<file path="src/pkg/simple_serial_port_map.vh">
// Purpose : register map, field positions and timing counts of the serial port
// Assumes : byte-wide processor bus, 8-bit registers
// Notes   : definitions only
`ifndef SIMPLE_SERIAL_PORT_MAP_VH
`define SIMPLE_SERIAL_PORT_MAP_VH

// =====================================================================
// register offsets
`define SERIAL_CONTROL_ADDR    8'h0a
`define SERIAL_STATUS_ADDR     8'h0b
`define SERIAL_SHIFT_DATA_ADDR 8'h0c

// =====================================================================
// serial_control fields
`define CTL_IRQ_ENABLE_BIT     7
`define CTL_PORT_ENABLE_BIT    6
`define CTL_BIT_ORDER_BIT      5
`define CTL_MASTER_SELECT_BIT  4
`define CTL_RATE_SELECT_BIT    0
`define CTL_WRITE_MASK         8'hf1
`define CTL_RESET              8'h00

// =====================================================================
// serial_status fields
`define STS_COMPLETE_BIT       7
`define STS_COLLISION_BIT      6

// =====================================================================
// serial clock half periods in processor clocks (divide by 2 and by 16)
`define HALF_PERIOD_DIV2       4'h1
`define HALF_PERIOD_DIV16      4'h8

// =====================================================================
// byte length and receive fifo depth
`define BITS_PER_BYTE          8
`define RX_FIFO_DEPTH          8

`endif

</file>
<file path="src/rtl/simple_serial_port.v">
// Purpose : byte-wide full-duplex three-wire serial port, master or slave
// Assumes : processor bus strobes are one-cycle pulses on clk
// Notes   : master-mode bytes, and slave bytes that find room, are also queued in an 8-word fifo for a stream consumer
`timescale 1ns/1ns
`default_nettype none

`include "simple_serial_port_map.vh"

module simple_serial_port #(
    parameter FIFO_DEPTH = `RX_FIFO_DEPTH
) (
    // clock and reset
    input  wire       clk,
    input  wire       rst,
    // processor bus
    input  wire [7:0] bus_addr,
    input  wire [7:0] bus_wdata,
    input  wire       bus_wr,
    input  wire       bus_rd,
    output reg  [7:0] bus_rdata,
    // processor state
    input  wire       irq_mask,
    input  wire       stop_mode,
    output reg        irq_req,
    output reg        wake_req,
    // general purpose port logic for pins 0-2
    input  wire [2:0] gpio_out,
    input  wire [2:0] gpio_dir,
    // pins 0 data in, 1 data out, 2 serial clock
    input  wire [2:0] pin_in,
    output reg  [2:0] pin_out,
    output reg  [2:0] pin_oe,
    // received byte stream
    output wire       rx_valid,
    input  wire       rx_ready,
    output wire [7:0] rx_data
);

    localparam ST_IDLE  = 3'b001;
    localparam ST_WAIT  = 3'b010;
    localparam ST_SHIFT = 3'b100;

    function [7:0] reverse8;
        input [7:0] v;
        integer i;
        begin
            for (i = 0; i < 8; i = i + 1) begin
                reverse8[i] = v[7-i];
            end
        end
    endfunction

    // =================================================================
    // registers and state
    reg  [7:0] control_ff;
    reg  [7:0] shift_ff;
    reg        complete_ff;
    reg        collision_ff;
    reg        armed_ff;
    reg  [2:0] state_ff;
    reg  [2:0] pulse_cnt_ff;
    reg  [3:0] div_cnt_ff;
    reg        sck_ff;
    reg        sdo_ff;
    reg        slave_busy_ff;
    reg  [2:0] pin_s1_ff;
    reg  [2:0] pin_s2_ff;
    reg        sck_prev_ff;
    reg        push_ff;
    reg  [7:0] push_data_ff;

    wire       irq_en    = control_ff[`CTL_IRQ_ENABLE_BIT];
    wire       enabled   = control_ff[`CTL_PORT_ENABLE_BIT];
    wire       lsb_first = control_ff[`CTL_BIT_ORDER_BIT];
    wire       master    = control_ff[`CTL_MASTER_SELECT_BIT];
    wire       rate_sel  = control_ff[`CTL_RATE_SELECT_BIT];

    wire       sdi_s     = pin_s2_ff[0];
    wire       sck_s     = pin_s2_ff[2];
    wire       fifo_ready;

    wire       sel_ctl   = (bus_addr == `SERIAL_CONTROL_ADDR);
    wire       sel_sts   = (bus_addr == `SERIAL_STATUS_ADDR);
    wire       sel_dat   = (bus_addr == `SERIAL_SHIFT_DATA_ADDR);
    wire       dat_acc   = sel_dat && (bus_wr || bus_rd);
    wire       busy      = enabled && ((state_ff == ST_SHIFT) || (state_ff == ST_WAIT) || slave_busy_ff);

    wire [3:0] half_per  = rate_sel ? `HALF_PERIOD_DIV16 : `HALF_PERIOD_DIV2;
    wire       div_hit   = (div_cnt_ff == half_per - 4'h1);

    // master edges come from the divider, slave edges from the pin
    wire m_edge    = enabled && master && (state_ff == ST_SHIFT) && div_hit;
    wire m_rise    = m_edge && !sck_ff;
    wire m_fall    = m_edge && sck_ff;
    wire s_active  = enabled && !master && !complete_ff;
    wire s_rise    = s_active && sck_s && !sck_prev_ff;
    wire s_fall    = s_active && !sck_s && sck_prev_ff;
    wire rise      = m_rise || s_rise;
    wire fall      = m_fall || (s_fall && slave_busy_ff) || (s_fall && !slave_busy_ff);
    wire last_bit  = rise && (pulse_cnt_ff == 3'h7);
    wire load_ok   = bus_wr && sel_dat && !busy && !complete_ff;
    wire clear_seq = armed_ff && dat_acc;

    // =================================================================
    // pin synchronisers
    always @(posedge clk) begin
        if (rst) begin
            pin_s1_ff   <= 3'h7;
            pin_s2_ff   <= 3'h7;
            sck_prev_ff <= 1'b1;
        end else begin
            pin_s1_ff   <= pin_in;
            pin_s2_ff   <= pin_s1_ff;
            sck_prev_ff <= sck_s;
        end
    end

    // =================================================================
    // control register
    always @(posedge clk) begin
        if (rst) begin
            control_ff <= `CTL_RESET;
        end else if (bus_wr && sel_ctl) begin
            control_ff <= bus_wdata & `CTL_WRITE_MASK;
        end
    end

    // =================================================================
    // shift register and serial data out
    always @(posedge clk) begin
        if (rst) begin
            shift_ff <= 8'h00;
            sdo_ff   <= 1'b1;
        end else if (load_ok) begin
            // held msb first internally, so the bus sees the chosen orientation
            shift_ff <= lsb_first ? reverse8(bus_wdata) : bus_wdata;
            sdo_ff   <= lsb_first ? bus_wdata[0] : bus_wdata[7];
        end else if (rise) begin
            shift_ff <= {shift_ff[6:0], sdi_s};
        end else if (fall) begin
            sdo_ff   <= shift_ff[7];
        end
    end

    // =================================================================
    // transfer sequencing, master clock generator and pulse counter
    always @(posedge clk) begin
        if (rst || !enabled) begin
            state_ff      <= ST_IDLE;
            div_cnt_ff    <= 4'h0;
            sck_ff        <= 1'b1;
            pulse_cnt_ff  <= 3'h0;
            slave_busy_ff <= 1'b0;
        end else begin
            case (state_ff)
                ST_IDLE: begin
                    div_cnt_ff <= 4'h0;
                    sck_ff     <= 1'b1;
                    if (load_ok && master) begin
                        state_ff <= ST_WAIT;
                    end
                end
                ST_WAIT: begin
                    // hold the start until the receive queue has room
                    if (fifo_ready) begin
                        state_ff <= ST_SHIFT;
                    end
                end
                ST_SHIFT: begin
                    if (div_hit) begin
                        div_cnt_ff <= 4'h0;
                        sck_ff     <= !sck_ff;
                        if (last_bit) begin
                            state_ff <= ST_IDLE;
                        end
                    end else begin
                        div_cnt_ff <= div_cnt_ff + 4'h1;
                    end
                end
                default: begin
                    state_ff <= ST_IDLE;
                end
            endcase
            if (s_fall) begin
                slave_busy_ff <= 1'b1;
            end else if (last_bit) begin
                slave_busy_ff <= 1'b0;
            end
            if (rise) begin
                pulse_cnt_ff <= pulse_cnt_ff + 3'h1;
            end
        end
    end

    // =================================================================
    // status flags
    always @(posedge clk) begin
        if (rst || !enabled) begin
            complete_ff  <= 1'b0;
            collision_ff <= 1'b0;
            armed_ff     <= 1'b0;
        end else begin
            // a new event in the clearing cycle wins over the clear
            if (last_bit) begin
                complete_ff <= 1'b1;
            end else if (clear_seq) begin
                complete_ff <= 1'b0;
            end
            if (dat_acc && busy) begin
                collision_ff <= 1'b1;
            end else if (clear_seq) begin
                collision_ff <= 1'b0;
            end
            if (bus_rd && sel_sts && complete_ff) begin
                armed_ff <= 1'b1;
            end else if (dat_acc || !complete_ff) begin
                armed_ff <= 1'b0;
            end
        end
    end

    // =================================================================
    // receive queue feed
    always @(posedge clk) begin
        if (rst) begin
            push_ff      <= 1'b0;
            push_data_ff <= 8'h00;
        end else begin
            push_ff      <= last_bit && fifo_ready;
            push_data_ff <= lsb_first ? reverse8({shift_ff[6:0], sdi_s}) : {shift_ff[6:0], sdi_s};
        end
    end

    byte_fifo #(
        .WIDTH (8),
        .DEPTH (FIFO_DEPTH),
        .AW    (3)
    ) u_rx_fifo (
        .clk       (clk),
        .rst       (rst),
        .in_valid  (push_ff),
        .in_ready  (fifo_ready),
        .in_data   (push_data_ff),
        .out_valid (rx_valid),
        .out_ready (rx_ready),
        .out_data  (rx_data)
    );

    // =================================================================
    // bus read data
    always @(posedge clk) begin
        if (rst) begin
            bus_rdata <= 8'h00;
        end else if (bus_rd) begin
            if (sel_ctl) begin
                bus_rdata <= control_ff;
            end else if (sel_sts) begin
                bus_rdata <= {complete_ff, collision_ff, 6'h00};
            end else if (sel_dat) begin
                bus_rdata <= lsb_first ? reverse8(shift_ff) : shift_ff;
            end else begin
                bus_rdata <= 8'h00;
            end
        end
    end

    // =================================================================
    // interrupt and wake
    always @(posedge clk) begin
        if (rst) begin
            irq_req  <= 1'b0;
            wake_req <= 1'b0;
        end else begin
            irq_req  <= complete_ff && irq_en && !irq_mask && (!stop_mode || !master);
            wake_req <= complete_ff && irq_en && stop_mode && !master;
        end
    end

    // =================================================================
    // pin ownership
    always @(posedge clk) begin
        if (rst) begin
            pin_out <= 3'h0;
            pin_oe  <= 3'h0;
        end else if (enabled) begin
            pin_out <= {sck_ff, sdo_ff, 1'b0};
            pin_oe  <= {master, 1'b1, 1'b0};
        end else begin
            pin_out <= gpio_out;
            pin_oe  <= gpio_dir;
        end
    end

endmodule

`default_nettype wire

</file>
<file path="src/rtl/byte_fifo.v">
// Purpose : small synchronous fifo with valid and ready on both sides
// Assumes : one clock, synchronous active high reset
// Notes   : depth must be a power of two
`timescale 1ns/1ns
`default_nettype none

module byte_fifo #(
    parameter WIDTH = 8,
    parameter DEPTH = 8,
    parameter AW    = 3
) (
    // clock and reset
    input  wire             clk,
    input  wire             rst,
    // fill side
    input  wire             in_valid,
    output wire             in_ready,
    input  wire [WIDTH-1:0] in_data,
    // drain side
    output wire             out_valid,
    input  wire             out_ready,
    output wire [WIDTH-1:0] out_data
);

    reg [WIDTH-1:0] mem [0:DEPTH-1];
    reg [AW:0]      wr_ptr_ff;
    reg [AW:0]      rd_ptr_ff;

    wire full  = (wr_ptr_ff[AW] != rd_ptr_ff[AW]) && (wr_ptr_ff[AW-1:0] == rd_ptr_ff[AW-1:0]);
    wire empty = (wr_ptr_ff == rd_ptr_ff);
    wire push  = in_valid && !full;
    wire pop   = out_ready && !empty;

    assign in_ready  = !full;
    assign out_valid = !empty;
    assign out_data  = mem[rd_ptr_ff[AW-1:0]];

    always @(posedge clk) begin
        if (push) begin
            mem[wr_ptr_ff[AW-1:0]] <= in_data;
        end
    end

    always @(posedge clk) begin
        if (rst) begin
            wr_ptr_ff <= {(AW+1){1'b0}};
            rd_ptr_ff <= {(AW+1){1'b0}};
        end else begin
            if (push) begin
                wr_ptr_ff <= wr_ptr_ff + 1'b1;
            end
            if (pop) begin
                rd_ptr_ff <= rd_ptr_ff + 1'b1;
            end
        end
    end

endmodule

`default_nettype wire

</file>
<file path="config.mk">
export PLATFORM = sky130hd
export DESIGN_NAME = simple_serial_port
export DESIGN_NICKNAME = d
export VERILOG_FILES = /design/src/rtl/simple_serial_port.v /design/src/rtl/byte_fifo.v
export VERILOG_INCLUDE_DIRS = /design/src /design/src/pkg
export SDC_FILE = /design/constraint.sdc
export NUM_CORES = 1
export LEC_CHECK = 0
export ABC_AREA = 1
export BUFFER_PORTS_ARGS = -buffer_cell sky130_fd_sc_hd__buf_2
export CAP_MARGIN = 20
export CORE_MARGIN = 5
export CORE_UTILIZATION = 55
export CTS_BUF_LIST = sky130_fd_sc_hd__clkbuf_4 sky130_fd_sc_hd__clkbuf_8 sky130_fd_sc_hd__clkbuf_16
export CTS_CLUSTER_SIZE = 8
export DETAILED_ROUTE_END_ITERATION = 12
export GPL_TIMING_DRIVEN = 0
export PLACE_DENSITY_LB_ADDON = 0.08
export RECOVER_POWER = 25
export SLEW_MARGIN = 0
export SYNTH_ARGS = -nofsm -noshare
export SYNTH_HDL_FRONTEND = slang
export SYNTH_HIERARCHICAL = 1
export SYNTH_SLANG_ARGS = --single-unit
</file>
<file path="constraint.sdc">
create_clock -name clk -period 5 [get_ports clk]
set_input_delay 1 -clock clk [delete_from_list [all_inputs] [get_ports clk]]
set_output_delay 1 -clock clk [all_outputs]
set_load 0.01 [all_outputs]
</file>
==> impl_results.md, run 1 <==
- Status: completed
- Post-DRT Antenna Nets: 0
- WHS Endpoint: pin_s2_ff[2]
- GRT Total Usage: 0.2171
- Die W: 113.1 um
- H-tree depth: 4
- WL final: 13,270 um
- Reg-to-Reg Start: u_rx_fifo/wr_ptr_ff[0]
- Vias: 4,774
- Vias in the first global route: 4,846
- Die ar.: 12,780 um^2
- HP Start: pin_s1_ff[2]
- Clock sinks: 134
- DRC Markers: 0
- Seq/Total Area, Yosys: 0.5690
- Kind of critical path: flip-flop to primary output
- Fin Setup TNS: 0 ns
- Library cells used by synthesis: 36
- F_max: 332.2 MHz
- Dpl hpwl: 9522 um
- Starting Density: 0.5657
- Initial antenna violation count: 0
- Std-Cell Core Area: 10,320 um^2
- Max Cap Violations: 0
- Post-synth top flop: dfxtp_1
- Min-Delay Path Class: flip-flop to flip-flop
- Max clock buf depth: 2
- Final setup vio count: 0
- FF-to-FF End: u_rx_fifo/mem[2][3]
- GR Layer Usage met3: 0.05882
- Slew headroom: 0.4611
- Top-Level Pins: 57
- Leakage power: 2.852 nW
- # resized after CTS: 0
- Max Fanout on Critical Path: 10
- Die Height: 113.1 um
- Worst-Skew Late Latency: 0.51 ns
- Postcts setup bufs: 0
- First-pass GRT wire length: 22,350 um
- Vias per inst: 5.352
- Worst Hold Depth: 1
- Final Max Slew Viols: 0
- Site Rows: 37
- Overflow left after global routing: 0
- FILL cells: 860
- Placed standard-cell area: 6286 um^2
- CTS tree: done
- Layout cells sized above 1: 0.1746
- Startpoint types: flip-flop
- Inserted Clock Buffers: 17
- Syn_nets: 706
- Worst-path clk slew: 0.06 ns
- Worst r2r path cells: 7
- GRT busiest layer: met2
- Worst Tran Pin Value: 0.8054 ns
- Grt met1 use: 0.2628
- Avg Cell Area, Syn: 8.730 um^2
- Crit path DAT: 2.01 ns
- Cell Area, Synth: 5841 um^2
- Mapped Cells: 669
- Part of the cycle the worst path needs: 0.6020
- Synth warnings: 6
- Pre-Repair DR Iteration Count: 5
- Critical Path Sink Type: primary output
- Met2 Use GR: 0.3657
- Final hold vios: 0
- ANT cells: 0
- RSZ-0062 raised after global routing: no
- Layout area overhead: 17.16%
- Setup Skew: 0.01013 ns
- Final nets: 780
- Worst VDD drop: 0.3069 mV
- Number of synthesized flops with an enable pin: 64
- Final min period: 3.010 ns
- First-iteration detailed-routing DRC count: 230
- Largest net degree at the start of global routing: 17
- Port bufs: 55
- Worst Path Required: 4.00 ns
- Share of flip-flops with an asynchronous set or reset: 0
- R2R setup slack: 2.92 ns
- Synthesized flop and latch total: 134
- Routed len/inst: 14.87 um
- Design area: 6843 um^2
- Power Dens Cells: 345.5 nW/um^2
- Hold_buf cts: 0
- Final GP Congestion: 0.8868
- Root Buffer: clkbuf_8
## logic make-up after synthesis
group           after synthesis  synth area share
fa+ha+maj                     5           0.01071
xor+xnor                      3          0.004500
simple gates                308            0.2361
compound gates              138            0.1232
buf+inv                      81           0.05655
flops                       134            0.5690
## worst max path at each step
stage               slack (ns)         from    endpoint  cells after the start
floorplan                 2.91  bus_addr[5]      sdo_ff                     11
global placement          2.59    flip-flop  rx_data[4]                      6
detailed placement        2.57    flip-flop  rx_data[4]                      6
CTS                       2.00    flip-flop  rx_data[4]                      7
global route              1.85    flip-flop  rx_data[2]                      7
finish                    1.99    flip-flop  rx_data[2]                      7
## cell type report
cell class / count / area [um^2] / share of cell area
plain buffers: 23 / 111.4 / 0.01627
clock buffers: 17 / 414.1 / 0.06052
clock inverters: 15 / 142.6 / 0.02084
inverters: 58 / 219.0 / 0.03200
multi-input cells: 454 / 2187 / 0.3196
flip-flops and latches: 134 / 3323 / 0.4856
well taps: 136 / 170.2 / 0.02487
repair buffers: 55 / 275.3 / 0.04023
## synth_stat cells, types with 3 or more instances
cell type / instances / area (um^2)
o21ai_1: 5 / 25.02
nand3_2: 4 / 40.04
nand2_1: 133 / 499.2
nand2_2: 6 / 37.54
nand4_1: 4 / 25.02
nand2_4: 4 / 45.04
xor2_1: 3 / 26.28
ha_1: 5 / 62.56
buf_2: 8 / 40.04
inv_1: 49 / 183.9
nor2_2: 5 / 31.28
dfxtp_1: 70 / 1401
inv_2: 6 / 22.52
o211ai_1: 3 / 22.52
nor2_1: 98 / 367.9
clkbuf_1: 12 / 45.04
nand3_1: 37 / 185.2
a211oi_1: 5 / 37.54
or2_2: 4 / 25.02
nor3_1: 4 / 20.02
edfxtp_1: 64 / 1922
o21ai_0: 77 / 385.4
a21oi_1: 45 / 225.2
## report_power, final
part | leakage [nW] | switching [mW] | internal, mW | total (mW)
clock network | 0.273 | 0.488 | 0.672 | 1.16
registers | 1.18 | 0.00395 | 1.15 | 1.15
logic | 1.40 | 0.0324 | 0.0210 | 0.0533
## routing by layer
layer  vias to the layer above  part of all wire
li1                       2398                 -
met1                      2195              0.44
met2                       158              0.49
met3                        23             0.057
met4                         0             0.020
met5                         -                 0
## registers in the layout (all words and copies together), names as in the netlist, 2 cells and up, named ones only
| register | count |
|---|---|
| bus_rdata | 8 |
| div_cnt_ff | 4 |
| pin_s2_ff | 2 |
| u_rx_fifo/mem | 64 |
| control_ff | 5 |
| u_rx_fifo/rd_ptr_ff | 4 |
| push_data_ff | 8 |
| shift_ff | 8 |
| pin_out | 3 |
| state_ff | 3 |
| pin_oe | 3 |
| u_rx_fifo/wr_ptr_ff | 4 |
| pulse_cnt_ff | 3 |
| pin_s1_ff | 2 |
## metrics by stage
stage,power (mW),std cells,setup slack [ns],util,hold WS [ns]
floorplan,1.199,669,2.905,-,0.3895
global placement,1.226,860,2.586,0.6089,0.3933
detailed placement,1.228,860,2.569,0.6089,0.4078
CTS,2.390,892,2.003,0.6628,0.4189
global route,2.447,892,1.852,0.6628,0.4391
finish,2.364,892,1.990,0.6628,0.4133
## critical path, cell delays in order, from the launching register on
cell,delay [ns]
dfxtp_1,0.36
inv_1,0.13
clkbuf_1,0.39
o21ai_0,0.19
o21ai_0,0.11
nand2_1,0.09
nand2_1,0.08
buf_2,0.12
## cells in the final DEF (no fill, tap or decap), drive strengths merged
cell / count
ha: 5
xor2: 3
nand3b: 1
nor3: 6
dfxtp: 70
clkbuf: 29
clkinvlp: 1
nor4: 2
nor2: 104
inv: 63
o211ai: 3
a21oi: 46
a31oi: 1
nand3: 42
nand4: 6
edfxtp: 64
a211oi: 5
a41oi: 1
bufinv: 1
or2: 4
nand2: 143
clkinv: 8
o21ai: 82
buf: 66
Note: power is estimated with default switching activity, not from simulation.
==> run 2: changes to the inputs <==
Clock period 5 ns to 3 ns, I/O delays scaled along.
==> run 2 against run 1 <==
  * Worst hold slack worse by 0.16 ns
  * Sequential share of layout area about the same
  * Setup slack worse by 1.6 ns
  * Wire length down 0.13%
  * Sequential power up 67%
  * Utilization about the same
  * Largest cell class unchanged
  * Die area unchanged
  * Cell area about the same
  * Sequential cell count unchanged
  * Largest power group unchanged
==> impl_results.md, run 2 (same netlist as run 1, synthesis figures left out) <==
- Register Area: 3323 um^2 (unchanged)
- Critical Path Sink Type: primary output
- Final setup vio count: 0 (unchanged)
- Final min period: 2.591 ns
- Final hold vios: 0 (unchanged)
- Root Buffer: clkbuf_8
- F_max: 385.9 MHz
- ANT cells: 0 (unchanged)
- Power Dens Cells: 576.0 nW/um^2 (+67%)
- Sequential share of power: 0.487 (about the same)
- FILL cells: 861 (+0.12%)
- Most common cell after layout, fill and taps aside: nand2_1
- Number of flip-flops in the largest register: 64 (unchanged)
- Most frequent cells in the layout: nand2_1, nor2_1, o21ai_0
- Die Height: 113.1 um (unchanged)
- Largest net degree at the start of global routing: 17 (unchanged)
- Clk pwr share: 0.490 (about the same)
- GRT Total Usage: 0.2171 (unchanged)
- Min-Delay Path Class: primary input to flip-flop
- Combinational power share: 0.023 (about the same)
- Reg-to-Reg Start: u_rx_fifo/wr_ptr_ff[0]
- Vias in the first global route: 4,846 (unchanged)
- Postcts setup bufs: 0 (unchanged)
- Max clock buf depth: 2 (unchanged)
- Site Rows: 37 (unchanged)
- Max Fanout on Critical Path: 10 (unchanged)
- Port bufs: 55 (unchanged)
- Die ar.: 12,780 um^2 (unchanged)
- # resized after CTS: 0 (unchanged)
- Overflow left after global routing: 0 (unchanged)
- Final Max Slew Viols: 0 (unchanged)
- Worst r2r path cells: 7 (unchanged)
- Layout area overhead: 17.14% (about the same)
- Max Cap Violations: 0 (unchanged)
- FF-to-FF End: u_rx_fifo/mem[2][3]
- Hold_buf cts: 0 (unchanged)
- Routed len/inst: 14.85 um (-0.13%)
- Clock sinks: 134 (unchanged)
- Vias per inst: 5.344 (-0.15%)
- Fin Setup TNS: 0 ns (unchanged)
- Crit path DAT: 1.99 ns (-0.02 ns)
- Vias: 4,767 (-0.15%)
- Initial antenna violation count: 0 (unchanged)
- First-iteration detailed-routing DRC count: 241 (+4.8%)
- RSZ-0062 raised after global routing: no
- Setup Skew: 0.009991 ns (-0.0001427 ns)
- Status: completed
- Part of the cycle the worst path needs: 0.8638
- R2R setup slack: 0.94 ns (-1.98 ns)
- Std-Cell Core Area: 10,320 um^2 (unchanged)
- Final nets: 780 (unchanged)
- Min setup slack post-route: 0.4087 ns (-1.581 ns)
- Switching Fraction: 0.2218 (about the same)
- Worst Setup EP: rx_data[4]
- Starting Density: 0.5657 (unchanged)
- Psw: 0.8739 mW (+67%)
- H-tree depth: 4 (unchanged)
- Worst Tran Pin Value: 0.7938 ns (-0.01165 ns)
- Multi-input gate area: 2187 um^2 (unchanged)
- WL final: 13,250 um (-0.13%)
- Startpoint types: flip-flop
- Dpl hpwl: 9522 um (unchanged)
- Worst-Skew Late Latency: 0.51 ns (about the same)
- Leakage power: 2.849 nW (about the same)
- Worst VDD drop: 0.5125 mV (+67%)
- Post-DRT Antenna Nets: 0 (unchanged)
- Pre-Repair DR Iteration Count: 5 (unchanged)
- Die W: 113.1 um (unchanged)
- Internal power: 3.067 mW (+67%)
- Slew headroom: 0.4689 (+0.007796)
- Kind of critical path: flip-flop to primary output
- CTS tree: done
- Worst-path clk slew: 0.06 ns (about the same)
- Final GP Congestion: 0.8868 (unchanged)
- Top-Level Pins: 57 (unchanged)
- DRC Markers: 0 (unchanged)
- Inserted Clock Buffers: 17 (unchanged)
- Post-place setup slack: 0.8987 ns (-1.670 ns)
- First-pass GRT wire length: 22,350 um (unchanged)
- Worst Path Required: 2.40 ns (-1.60 ns)
- Layout cells sized above 1: 0.1733 (-0.001323)
[run 2: power groups by stage]
stage | sequential, mW | combinational (mW) | clock (mW)
floorplan | 1.96 | 0.0386 | 0
global placement | 1.96 | 0.0851 | 0
detailed placement | 1.96 | 0.0879 | 0
CTS | 1.92 | 0.0886 | 1.98
global route | 1.92 | 0.100 | 2.06
finish | 1.92 | 0.0888 | 1.93
[run 2: worst min-delay path by stage]
stage | start | endpoint | slack (ns) | depth (start not counted)
floorplan | pin_s1_ff[0] | pin_s2_ff[0] | 0.39 | 1
global placement | pin_s1_ff[0] | pin_s2_ff[0] | 0.39 | 1
detailed placement | pin_s1_ff[0] | pin_s2_ff[0] | 0.41 | 1
CTS | irq_mask | irq_req | 0.23 | 2
global route | irq_mask | irq_req | 0.23 | 2
finish | irq_mask | irq_req | 0.25 | 2
[run 2: routing by layer]
layer / GRT usage / up-vias / part of all wire / wire length, um
met4: 0.09135 / 0 / 0.017 / 222
met5: 0 / - / 0 / 0
met3: 0.05882 / 19 / 0.055 / 729
met2: 0.3657 / 148 / 0.50 / 6566
met1: 0.2628 / 2205 / 0.43 / 5731
li1: - / 2395 / - / -
[run 2: cell type report]
type	count	area share
multi-input combinational	454	0.3197
clock inverter	15	0.02085
timing repair buffer	55	0.04005
inverter	58	0.03200
buffer	23	0.01628
clock buffer	17	0.06053
tap	136	0.02487
sequential	134	0.4857
[run 2: per-stage QoR]
| stage | util | instance area, um^2 | total power, mW | hold WS (ns) | std cells |
|---|---|---|---|---|---|
| detailed placement | 0.6089 | 6286 | 2.046 | 0.4078 | 860 |
| global route | 0.6627 | 6842 | 4.079 | 0.2346 | 892 |
| CTS | 0.6628 | 6843 | 3.984 | 0.2324 | 892 |
| floorplan | - | 5841 | 1.999 | 0.3895 | 669 |
| finish | 0.6627 | 6842 | 3.941 | 0.2540 | 892 |
| global placement | 0.6089 | 6286 | 2.043 | 0.3933 | 860 |
[run 2: worst max-delay path, cell delays in order (launching register included)]
cell and delay, ns:
dfxtp_1 0.36, inv_1 0.12, clkbuf_1 0.39, o21ai_0 0.20
o21ai_0 0.13, nand2_1 0.07, nand2_1 0.07, buf_2 0.13
